===== src/hpc_defines.svh =====
`ifndef HPC_DEFINES_SVH
`define HPC_DEFINES_SVH
// Core-side address of the port control register
`define HPC_CTRL_ADDR 24'hFFFFC4
`define HPC_CTRL_RST  16'h0000
// Bit 7 is reserved and never stored
`define HPC_CTRL_WMASK 16'hFF7F
// Shared pin positions
`define HPC_P_A8  0
`define HPC_P_A9  1
`define HPC_P_CS  2
`define HPC_P_REQ 3
`define HPC_P_ACK 4
`define HPC_NPIN  5
`endif


===== src/hpc_pkg.sv =====
package hpc_pkg;
    typedef struct packed {
        logic ack_polarity;
        logic request_polarity;
        logic select_polarity;
        logic dual_strobe_select;
        logic muxed_bus_select;
        logic addr_strobe_polarity;
        logic strobe_polarity;
        logic request_open_drain;
        logic reserved7;
        logic interface_enable;
        logic ack_pin_enable;
        logic request_pin_enable;
        logic select_pin_enable;
        logic addr9_pin_enable;
        logic addr8_pin_enable;
        logic gpio_port_enable;
    } hpc_ctrl_t;

    // Host-side strobes and address, sampled through two flops
    typedef struct packed {
        logic [4:0] pin;
        logic       as;
        logic       ds;
        logic       rd;
        logic       wr;
        logic       rw;
        logic [2:0] ad;
        logic [2:0] addr;
    } hpc_hin_t;

    typedef struct packed {
        hpc_ctrl_t  ctrl;
        hpc_hin_t   s1;
        hpc_hin_t   s2;
        logic [2:0] alatch;
        logic [15:0] rdata;
        logic [4:0] pin_fn;
        logic [4:0] pin_o;
        logic [4:0] pin_oe;
        logic [4:0] gpio_in;
        logic [2:0] reg_addr;
        logic       host_sel;
        logic       xfer_rd;
        logic       xfer_wr;
        logic [7:0] vec_o;
        logic       vec_oe;
        logic       ifc_reset;
    } hpc_st_t;
endpackage : hpc_pkg


===== src/hpc_port_ctrl.sv =====
// Contract
// - Port control register is 16 bits, core read/write, selects configuration.
// - Bit 0 enables GPIO pins; clear makes them high-Z and inputs disconnected.
// - Bit 1 makes shared pin address line 8 in multiplexed mode only.
// - Bit 2 makes shared pin address line 9 in multiplexed mode only.
// - Bit 3 makes pin chip select (non-mux) or address line 10 (mux).
// - Bit 4 enables request pin, or transmit and receive request pins.
// - Acknowledge input needs bits 5 and 4 in single-request mode.
// - Bit 6 enables interface; clear turns all pins into GPIO.
// - Reserved bit 7 reads as zero.
// - Bit 8 makes enabled request outputs open drain, else always driven.
// - Bit 9 sets data strobe polarity, low or high active.
// - Bit 10 sets address strobe polarity; address sampled while strobe active.
// - Bit 11 latches multiplexed low address, else address taken from pins.
// - Bit 12 selects single strobe or separate read and write strobes.
// - Bit 13 sets chip select polarity, ignored in multiplexed mode.
// - Bit 14 sets request output polarity, low or high active.
// - Bit 15 sets acknowledge polarity; vector driven while acknowledge active.
// - Hardware and software reset clear the whole register.
// - Clearing interface enable applies an individual reset to the interface.
`include "hpc_defines.svh"

module hpc_port_ctrl
    import hpc_pkg::*;
(
    // Clock and reset
    input  wire logic        sys_clk,
    input  wire logic        rst,
    input  wire logic        sw_reset,
    // Core register port
    input  wire logic [23:0] core_addr,
    input  wire logic        core_wr,
    input  wire logic        core_rd,
    input  wire logic [15:0] core_wdata,
    output logic      [15:0] core_rdata,
    // Internal interface state
    input  wire logic        dual_request_mode,
    input  wire logic        tx_req,
    input  wire logic        rx_req,
    input  wire logic [7:0]  vector_reg,
    input  wire logic [4:0]  pin_direction_reg,
    input  wire logic [4:0]  pin_value_reg,
    // Host pins
    input  wire logic [4:0]  pin_i,
    input  wire logic        host_as_in,
    input  wire logic        data_strobe_in,
    input  wire logic        read_strobe_in,
    input  wire logic        write_strobe_in,
    input  wire logic        host_rw_in,
    input  wire logic [2:0]  host_ad_in,
    input  wire logic [2:0]  host_addr_in,
    output logic      [4:0]  pin_o,
    output logic      [4:0]  pin_oe,
    output logic      [7:0]  vec_o,
    output logic             vec_oe,
    // Decoded interface view
    output logic      [4:0]  pin_fn,
    output logic      [4:0]  gpio_in,
    output logic      [2:0]  reg_addr,
    output logic             host_sel,
    output logic             xfer_rd,
    output logic             xfer_wr,
    output logic             ifc_reset
);

    hpc_st_t   st;
    hpc_st_t   next_st;
    hpc_ctrl_t c;
    hpc_hin_t  h;
    logic [4:0] fn;
    logic [4:0] g_o;
    logic [4:0] g_oe;
    logic [4:0] g_in;
    logic       hit;

    assign c   = st.ctrl;
    assign h   = st.s2;
    assign hit = (core_addr == `HPC_CTRL_ADDR);

    // Pin function decode
    assign fn[`HPC_P_A8] = c.interface_enable & c.muxed_bus_select
                         & c.addr8_pin_enable;
    assign fn[`HPC_P_A9] = c.interface_enable & c.muxed_bus_select
                         & c.addr9_pin_enable;
    assign fn[`HPC_P_CS] = c.interface_enable
                         & c.select_pin_enable;
    assign fn[`HPC_P_REQ] = c.interface_enable
                          & c.request_pin_enable;
    assign fn[`HPC_P_ACK] = c.interface_enable & c.request_pin_enable
                          & (dual_request_mode | c.ack_pin_enable);

    // GPIO path per pin, disconnected unless port enabled
    genvar gi;
    generate
        for (gi = 0; gi < `HPC_NPIN; gi++) begin : g_pin
            assign g_o[gi]  = pin_value_reg[gi];
            assign g_oe[gi] = ~fn[gi] & c.gpio_port_enable
                            & pin_direction_reg[gi];
            assign g_in[gi] = ~fn[gi] & c.gpio_port_enable
                            & h.pin[gi];
        end
    endgenerate

    always_comb begin
        logic lvl_tx;
        logic lvl_rx;
        logic cs_act;
        logic as_act;
        logic ds_act;
        logic rd_act;
        logic wr_act;
        logic ack_act;
        logic sel;
        next_st = st;
        sel     = 1'b0;
        lvl_tx  = ~(tx_req ^ c.request_polarity);
        lvl_rx  = ~(rx_req ^ c.request_polarity);
        cs_act  = (h.pin[`HPC_P_CS] == c.select_polarity);
        as_act  = (h.as == c.addr_strobe_polarity);
        ds_act  = (h.ds == c.strobe_polarity);
        rd_act  = (h.rd == c.strobe_polarity);
        wr_act  = (h.wr == c.strobe_polarity);
        ack_act = fn[`HPC_P_ACK] & ~dual_request_mode
                & (h.pin[`HPC_P_ACK] == c.ack_polarity);

        next_st.s1 = '{pin: pin_i, as: host_as_in, ds: data_strobe_in,
                       rd: read_strobe_in, wr: write_strobe_in,
                       rw: host_rw_in, ad: host_ad_in, addr: host_addr_in};
        next_st.s2 = st.s1;

        // Register write; reserved bit never stored
        if (sw_reset) begin
            next_st.ctrl = hpc_ctrl_t'(`HPC_CTRL_RST);
        end else if (core_wr && hit) begin
            next_st.ctrl = hpc_ctrl_t'(core_wdata & `HPC_CTRL_WMASK);
        end
        if (core_rd && hit) begin
            next_st.rdata = st.ctrl & `HPC_CTRL_WMASK;
        end else begin
            next_st.rdata = 16'h0000;
        end

        next_st.pin_fn  = fn;
        next_st.pin_o   = g_o;
        next_st.pin_oe  = g_oe;
        next_st.gpio_in = g_in;

        // Request outputs
        if (fn[`HPC_P_REQ]) begin
            next_st.pin_o[`HPC_P_REQ]  = c.request_open_drain ? 1'b0 : lvl_tx;
            next_st.pin_oe[`HPC_P_REQ] = c.request_open_drain ? ~lvl_tx : 1'b1;
        end
        if (fn[`HPC_P_ACK]) begin
            if (dual_request_mode) begin
                next_st.pin_o[`HPC_P_ACK]  = c.request_open_drain ? 1'b0 : lvl_rx;
                next_st.pin_oe[`HPC_P_ACK] = c.request_open_drain ? ~lvl_rx : 1'b1;
            end else begin
                next_st.pin_o[`HPC_P_ACK]  = 1'b0;
                next_st.pin_oe[`HPC_P_ACK] = 1'b0;
            end
        end

        // Vector onto host bus during acknowledge
        next_st.vec_o  = vector_reg;
        next_st.vec_oe = ack_act;

        // Address path
        if (c.muxed_bus_select && as_act) begin
            next_st.alatch = h.ad;
        end
        next_st.reg_addr = c.muxed_bus_select ? st.alatch : h.addr;

        // Select and transfer strobes
        sel = c.interface_enable
            & (c.muxed_bus_select | (fn[`HPC_P_CS] & cs_act));
        next_st.host_sel = sel;
        if (c.dual_strobe_select) begin
            next_st.xfer_rd = sel & rd_act;
            next_st.xfer_wr = sel & wr_act;
        end else begin
            next_st.xfer_rd = sel & ds_act & h.rw;
            next_st.xfer_wr = sel & ds_act & ~h.rw;
        end
        next_st.ifc_reset = ~c.interface_enable;
    end

    always_ff @(posedge sys_clk or posedge rst) begin
        if (rst) begin
            st <= '0;
        end else begin
            st <= next_st;
        end
    end

    assign core_rdata = st.rdata;
    assign pin_o      = st.pin_o;
    assign pin_oe     = st.pin_oe;
    assign vec_o      = st.vec_o;
    assign vec_oe     = st.vec_oe;
    assign pin_fn     = st.pin_fn;
    assign gpio_in    = st.gpio_in;
    assign reg_addr   = st.reg_addr;
    assign host_sel   = st.host_sel;
    assign xfer_rd    = st.xfer_rd;
    assign xfer_wr    = st.xfer_wr;
    assign ifc_reset  = st.ifc_reset;

    a_write_store: assert property (@(posedge sys_clk) disable iff (rst)
        core_wr && hit && !sw_reset |=>
            st.ctrl == ($past(core_wdata) & `HPC_CTRL_WMASK))
        else $error("control write not stored");

    a_read_back: assert property (@(posedge sys_clk) disable iff (rst)
        core_rd && hit |=> core_rdata == ($past(st.ctrl) & 16'hFF7F)
            && core_rdata[7] == 1'b0)
        else $error("control read wrong");

    a_soft_reset: assert property (@(posedge sys_clk) disable iff (rst)
        sw_reset |=> st.ctrl == 16'h0000)
        else $error("software reset did not clear control");

    a_gpio_off: assert property (@(posedge sys_clk) disable iff (rst)
        !$past(c.gpio_port_enable) |-> (pin_oe & ~pin_fn) == 5'h00)
        else $error("gpio driven while port disabled");

    a_disable_all: assert property (@(posedge sys_clk) disable iff (rst)
        !$past(rst) && !$past(c.interface_enable) |-> pin_fn == 5'h00 && ifc_reset
            && !vec_oe && !host_sel)
        else $error("host function active while disabled");

    a_addr_mux: assert property (@(posedge sys_clk) disable iff (rst)
        pin_fn[0] || pin_fn[1] |-> $past(c.muxed_bus_select))
        else $error("address pin used outside multiplexed mode");

    a_req_drain: assert property (@(posedge sys_clk) disable iff (rst)
        pin_fn[3] && $past(c.request_open_drain) |-> pin_o[3] == 1'b0
            && pin_oe[3] == !($past(tx_req) ~^ $past(c.request_polarity)))
        else $error("open drain request wrong");

    a_req_level: assert property (@(posedge sys_clk) disable iff (rst)
        pin_fn[3] && !$past(c.request_open_drain) |-> pin_oe[3]
            && pin_o[3] == ($past(tx_req) ~^ $past(c.request_polarity)))
        else $error("request level wrong");

    a_ack_vector: assert property (@(posedge sys_clk) disable iff (rst)
        vec_oe |-> $past(c.ack_pin_enable && c.request_pin_enable
            && !dual_request_mode) && vec_o == $past(vector_reg))
        else $error("vector driven without acknowledge");

    a_single_strobe: assert property (@(posedge sys_clk) disable iff (rst)
        !$past(c.dual_strobe_select) |-> !(xfer_rd && xfer_wr))
        else $error("single strobe read and write together");

    a_addr8_pin: assert property (@(posedge sys_clk) disable iff (rst)
        pin_fn[0] == $past(c.interface_enable && c.muxed_bus_select
            && c.addr8_pin_enable))
        else $error("address line 8 pin function wrong");

    a_addr9_pin: assert property (@(posedge sys_clk) disable iff (rst)
        pin_fn[1] == $past(c.interface_enable && c.muxed_bus_select
            && c.addr9_pin_enable))
        else $error("address line 9 pin function wrong");

    a_select_pin: assert property (@(posedge sys_clk) disable iff (rst)
        pin_fn[2] == $past(c.interface_enable && c.select_pin_enable))
        else $error("select pin function wrong");

    a_req_pin: assert property (@(posedge sys_clk) disable iff (rst)
        pin_fn[3] == $past(c.interface_enable && c.request_pin_enable))
        else $error("request pin function wrong");

    a_ack_pin: assert property (@(posedge sys_clk) disable iff (rst)
        pin_fn[4] == $past(c.interface_enable && c.request_pin_enable
            && (dual_request_mode || c.ack_pin_enable)))
        else $error("acknowledge pin function wrong");

    a_ifc_level: assert property (@(posedge sys_clk) disable iff (rst)
        !$past(rst) |-> ifc_reset == !$past(c.interface_enable))
        else $error("individual reset level wrong");

    a_gpio_input: assert property (@(posedge sys_clk) disable iff (rst)
        !$past(c.gpio_port_enable) |-> gpio_in == 5'h00)
        else $error("gpio input seen while port disabled");

    a_addr_latch: assert property (@(posedge sys_clk) disable iff (rst)
        $past(c.muxed_bus_select) |-> reg_addr == $past(st.alatch))
        else $error("multiplexed address not taken from latch");

    a_strobe_idle: assert property (@(posedge sys_clk) disable iff (rst)
        !host_sel |-> !xfer_rd && !xfer_wr)
        else $error("transfer without select");

    a_rdata_idle: assert property (@(posedge sys_clk) disable iff (rst)
        !$past(core_rd) |-> core_rdata == 16'h0000)
        else $error("read data without read");

    a_mux_select: assert property (@(posedge sys_clk) disable iff (rst)
        $past(c.interface_enable && c.muxed_bus_select) |-> host_sel)
        else $error("multiplexed mode not selected");

endmodule : hpc_port_ctrl


===== config.mk =====
export PLATFORM = sky130hd
export DESIGN_NAME = hpc_port_ctrl
export DESIGN_NICKNAME = d
export VERILOG_FILES = /design/src/hpc_pkg.sv /design/src/hpc_port_ctrl.sv
export VERILOG_INCLUDE_DIRS = /design/src
export SDC_FILE = /design/constraint.sdc
export NUM_CORES = 1
export LEC_CHECK = 0
export BUFFER_PORTS_ARGS = -buffer_cell sky130_fd_sc_hd__clkbuf_2
export CAP_MARGIN = 25
export CORE_ASPECT_RATIO = 1.5
export CORE_MARGIN = 3
export CORE_UTILIZATION = 35
export DETAILED_ROUTE_END_ITERATION = 7
export PLACE_DENSITY = 0.68
export SYNTH_ARGS = -nofsm -noshare
export SYNTH_HDL_FRONTEND = slang
export SYNTH_SLANG_ARGS = --single-unit

===== constraint.sdc =====
create_clock -name sys_clk -period 7.6 [get_ports sys_clk]
set_input_delay 1.52 -clock sys_clk [delete_from_list [all_inputs] [get_ports sys_clk]]
set_output_delay 1.52 -clock sys_clk [all_outputs]
set_load 0.02 [all_outputs]

==> results.md <==
* Outcome: completed
* Largest net degree at the start of global routing at 77
* WP data arrival at 3600 ps
* WP buf/inv at 1
* Root buf cell: clkbuf_16
* Worst-path cell chain: clkbuf_2 > or4b_4 > nor4_4 > and3_2 > and2_1
* Worst VDD drop at ~0.11 mV
* Final WL at approximately 7600 um
* Routed vias at 2318
* CP Capture Type: flop
* Worst slew margin at 0.397
* Final Worst Setup Slack at roughly 4300 ps
* Initial Util at 0.364
* Final Non-Filler Cells at 522
* Max incr delay on CP at 760 ps
* Sink Count at 101
* RSZ-0062 raised after global routing: false
* Final layout net count at 459
* Worst path required time at 7870 ps
* Die height at about 130 um
* Critical-path maximum fanout at 16
* CTS tree: yes
* Yosys cell types at 29
* Clock Latency Late Sink at 340 ps
* Full die area at between 10000 and 15000 um2
* DR WL/cell at between 10 and 15 um
* DP Worst Slack at 3930 ps
* Placement Cell Area at 4170 um2
* Post-CTS setup buffers at 0
* Layout area overhead at 20.8%
* Post-route minimum period at 3330 ps
* Mapped Area at 3730 um2
* Post-Synthesis Cells at just under 300
* CTS resizes at 0
* Post-synthesis net count at 371
* Hold_buf cts at 0
* Yosys Warn Count at 0
* First-pass GRT wire length at 12500 um
* Leak at 2.36 nW
* Area share of the largest cell type after synthesis at 0.677
* Worst clock skew at 6.15 ps
* Final Max Tran Viols at 0
* Placed insts at just over 500
* Startpoint types: input pin
* F_max at roughly 0.3 GHz
* Ports at roughly 130
* Core Util, Final at 0.440
* Worst Max-Slew Pin Slew at 898 ps
* H-tree depth at 3
* Final Instance Area at between 4000 and 5000 um2
* Port bufs at between 100 and 150
* Grt ovf at 0
* Mean post-synth cell area at approximately 13 um2
* Routed vias/inst at 4.44
* Crit path kind: input pin to flop
* N_diodes at 0
* Overall global routing resource usage at 0.133
* Routability Congestion at 0.718
* Critical path's slowest cell: nor4_4
* CTS Buf Count at 9
* Longest Clk Path Bufs at 2
* Max_cap viols at 0
* Core ar. at between 10000 and 15000 um2
* TritonRoute pass-1 iters at 4
* Clk slew on worst S/H paths at 60 ps
* ANT nets after route at 0
* Family with the most delay on the worst path: simple AND/OR/NAND/NOR gates
* Post-synthesis sequential area ratio at 0.677
* Setup TNS at 0 ps
* Area leader, netlist: dfrtp_1
* Fillers at 981
* PwrDens at 237 nW/um2
* Top cells by area, synth: dfrtp_1, buf_4, nand4_1
* Setup-failing EPs final at 0
* DRC errors left at 0
* Hold Fails Final Rpt at 0
* Antenna violations before repair at 0
* Starting DRT DRC Count at 60
* Final HPWL DP at 5520 um
* Die Span X at 90.3 um
* Row count at 45
* #FFs+latches synth at 101
* Vias in the first global route at 2498
* Fraction of layout cells with a size suffix above 1 at 0.420
* Class of the worst hold path: flop to flop
* Final Cycle Share at 0.438
==> cells in the mapped netlist (all sizes together) <==
library cell,n
a21o,1
a21oi,16
and2,15
and3,9
buf,50
clkbuf,7
conb,1
dfrtp,101
inv,10
mux2,6
nand2,9
nand2b,1
nand3,4
nand4,19
nand4bb,1
nor2,3
nor2b,1
nor3,2
nor4,1
o21ai,19
o31ai,2
or3,1
or4,1
or4b,1
xnor2,4
xor2,4
==> sequential cells by signal, summed over array words and instances (netlist names), 3 cells and up <==
| signal | count |
|---|---|
| st | 3 |
| next_st | 16 |
| pin_fn | 5 |
| reg_addr | 3 |
| vec_o | 8 |
| core_rdata | 15 |
| pin_o | 5 |
| gpio_in | 5 |
| pin_oe | 5 |
| h | 16 |
| c | 15 |
==> layout by cell type, fill, tap and decap left out <==
cell | netlist | final
clkbuf_2 | 0 | 131
dfrtp_1 | 101 | 101
nand4_1 | 19 | 19
a21oi_1 | 16 | 16
and2_1 | 15 | 15
o21ai_1 | 10 | 10
nand2_1 | 9 | 9
inv_1 | 10 | 9
o21ai_0 | 9 | 9
clkbuf_16 | 0 | 9
and3_1 | 8 | 8
mux2_2 | 6 | 6
xnor2_1 | 4 | 4
xor2_1 | 4 | 4
nand3_1 | 4 | 4
nor2_1 | 3 | 3
nor3_1 | 2 | 2
o31ai_1 | 2 | 2
inv_6 | 0 | 2
clkbuf_8 | 0 | 2
buf_4 | 48 | 2
or4b_4 | 1 | 1
nand4bb_1 | 1 | 1
nor4_4 | 1 | 1
and3_2 | 1 | 1
a21o_1 | 1 | 1
nand2b_1 | 1 | 1
nor2b_1 | 1 | 1
inv_4 | 0 | 1
or4_4 | 1 | 1
or3_1 | 1 | 1
conb_1 | 1 | 1
clkinvlp_4 | 0 | 1
bufinv_16 | 0 | 1
buf_16 | 0 | 1
==> metrics by stage <==
step / hold WS [ps] / power (mW)
floorplan: 331 / 0.591
global placement: 333 / 0.613
detailed placement: 335 / 0.615
CTS: 350 / 1.08
global route: 357 / 1.11
finish: 349 / 1.07
==> final cells by class <==
cell class | instances | area, um2 | area share
timing repair buffer | 134 | 698 | 0.155
tap | 141 | 176 | 0.0391
sequential | 101 | 2530 | 0.560
inverter | 10 | 40.0 | 0.00888
clock buffer | 11 | 253 | 0.0560
clock inverter | 4 | 55.1 | 0.0122
multi-input combinational | 121 | 761 | 0.169
==> kinds of logic (layout without fill, tap and decap cells) <==
family / Yosys count / after routing / synth area share
flip-flops: 101 / 101 / 0.677
AND/OR/NAND/NOR: 68 / 68 / 0.113
buffers and inverters: 67 / 159 / 0.120
other: 1 / 1 / 0.00100
XOR/XNOR: 8 / 8 / 0.0188
multiplexers: 6 / 6 / 0.0181
AO/OA/AOI/OAI: 38 / 38 / 0.0529
==> final timing paths <==
path	depth (start not counted)	slack, ps	startpoint	to
max	5	4270	core_addr[3]	core_rdata[13]
min	0	350	next_st[58]	h[3]
max reg2reg	4	6230	c[6]	gpio_in[4]
min reg2reg	0	350	next_st[58]	h[3]
max in group asynchronous	4	5660	rst	c[4]
min in group asynchronous	2	1130	rst	vec_o[7]
==> where the power goes <==
group | switching, mW | total (mW) | leakage, nW | internal [mW]
registers | 0.00394 | 0.554 | 1.29 | 0.550
clock network | 0.190 | 0.463 | 0.149 | 0.274
logic | 0.0285 | 0.0509 | 0.914 | 0.0223
==> per-layer routing <==
layer / vias up / track usage / wire length, um
met5: - / 0 / 0
met4: 0 / 0.0690 / 208
met3: 13 / 0.0358 / 508
met2: 92 / 0.242 / 4080
met1: 1116 / 0.140 / 2780
li1: 1097 / - / -
(Power assumes the default switching activity.)
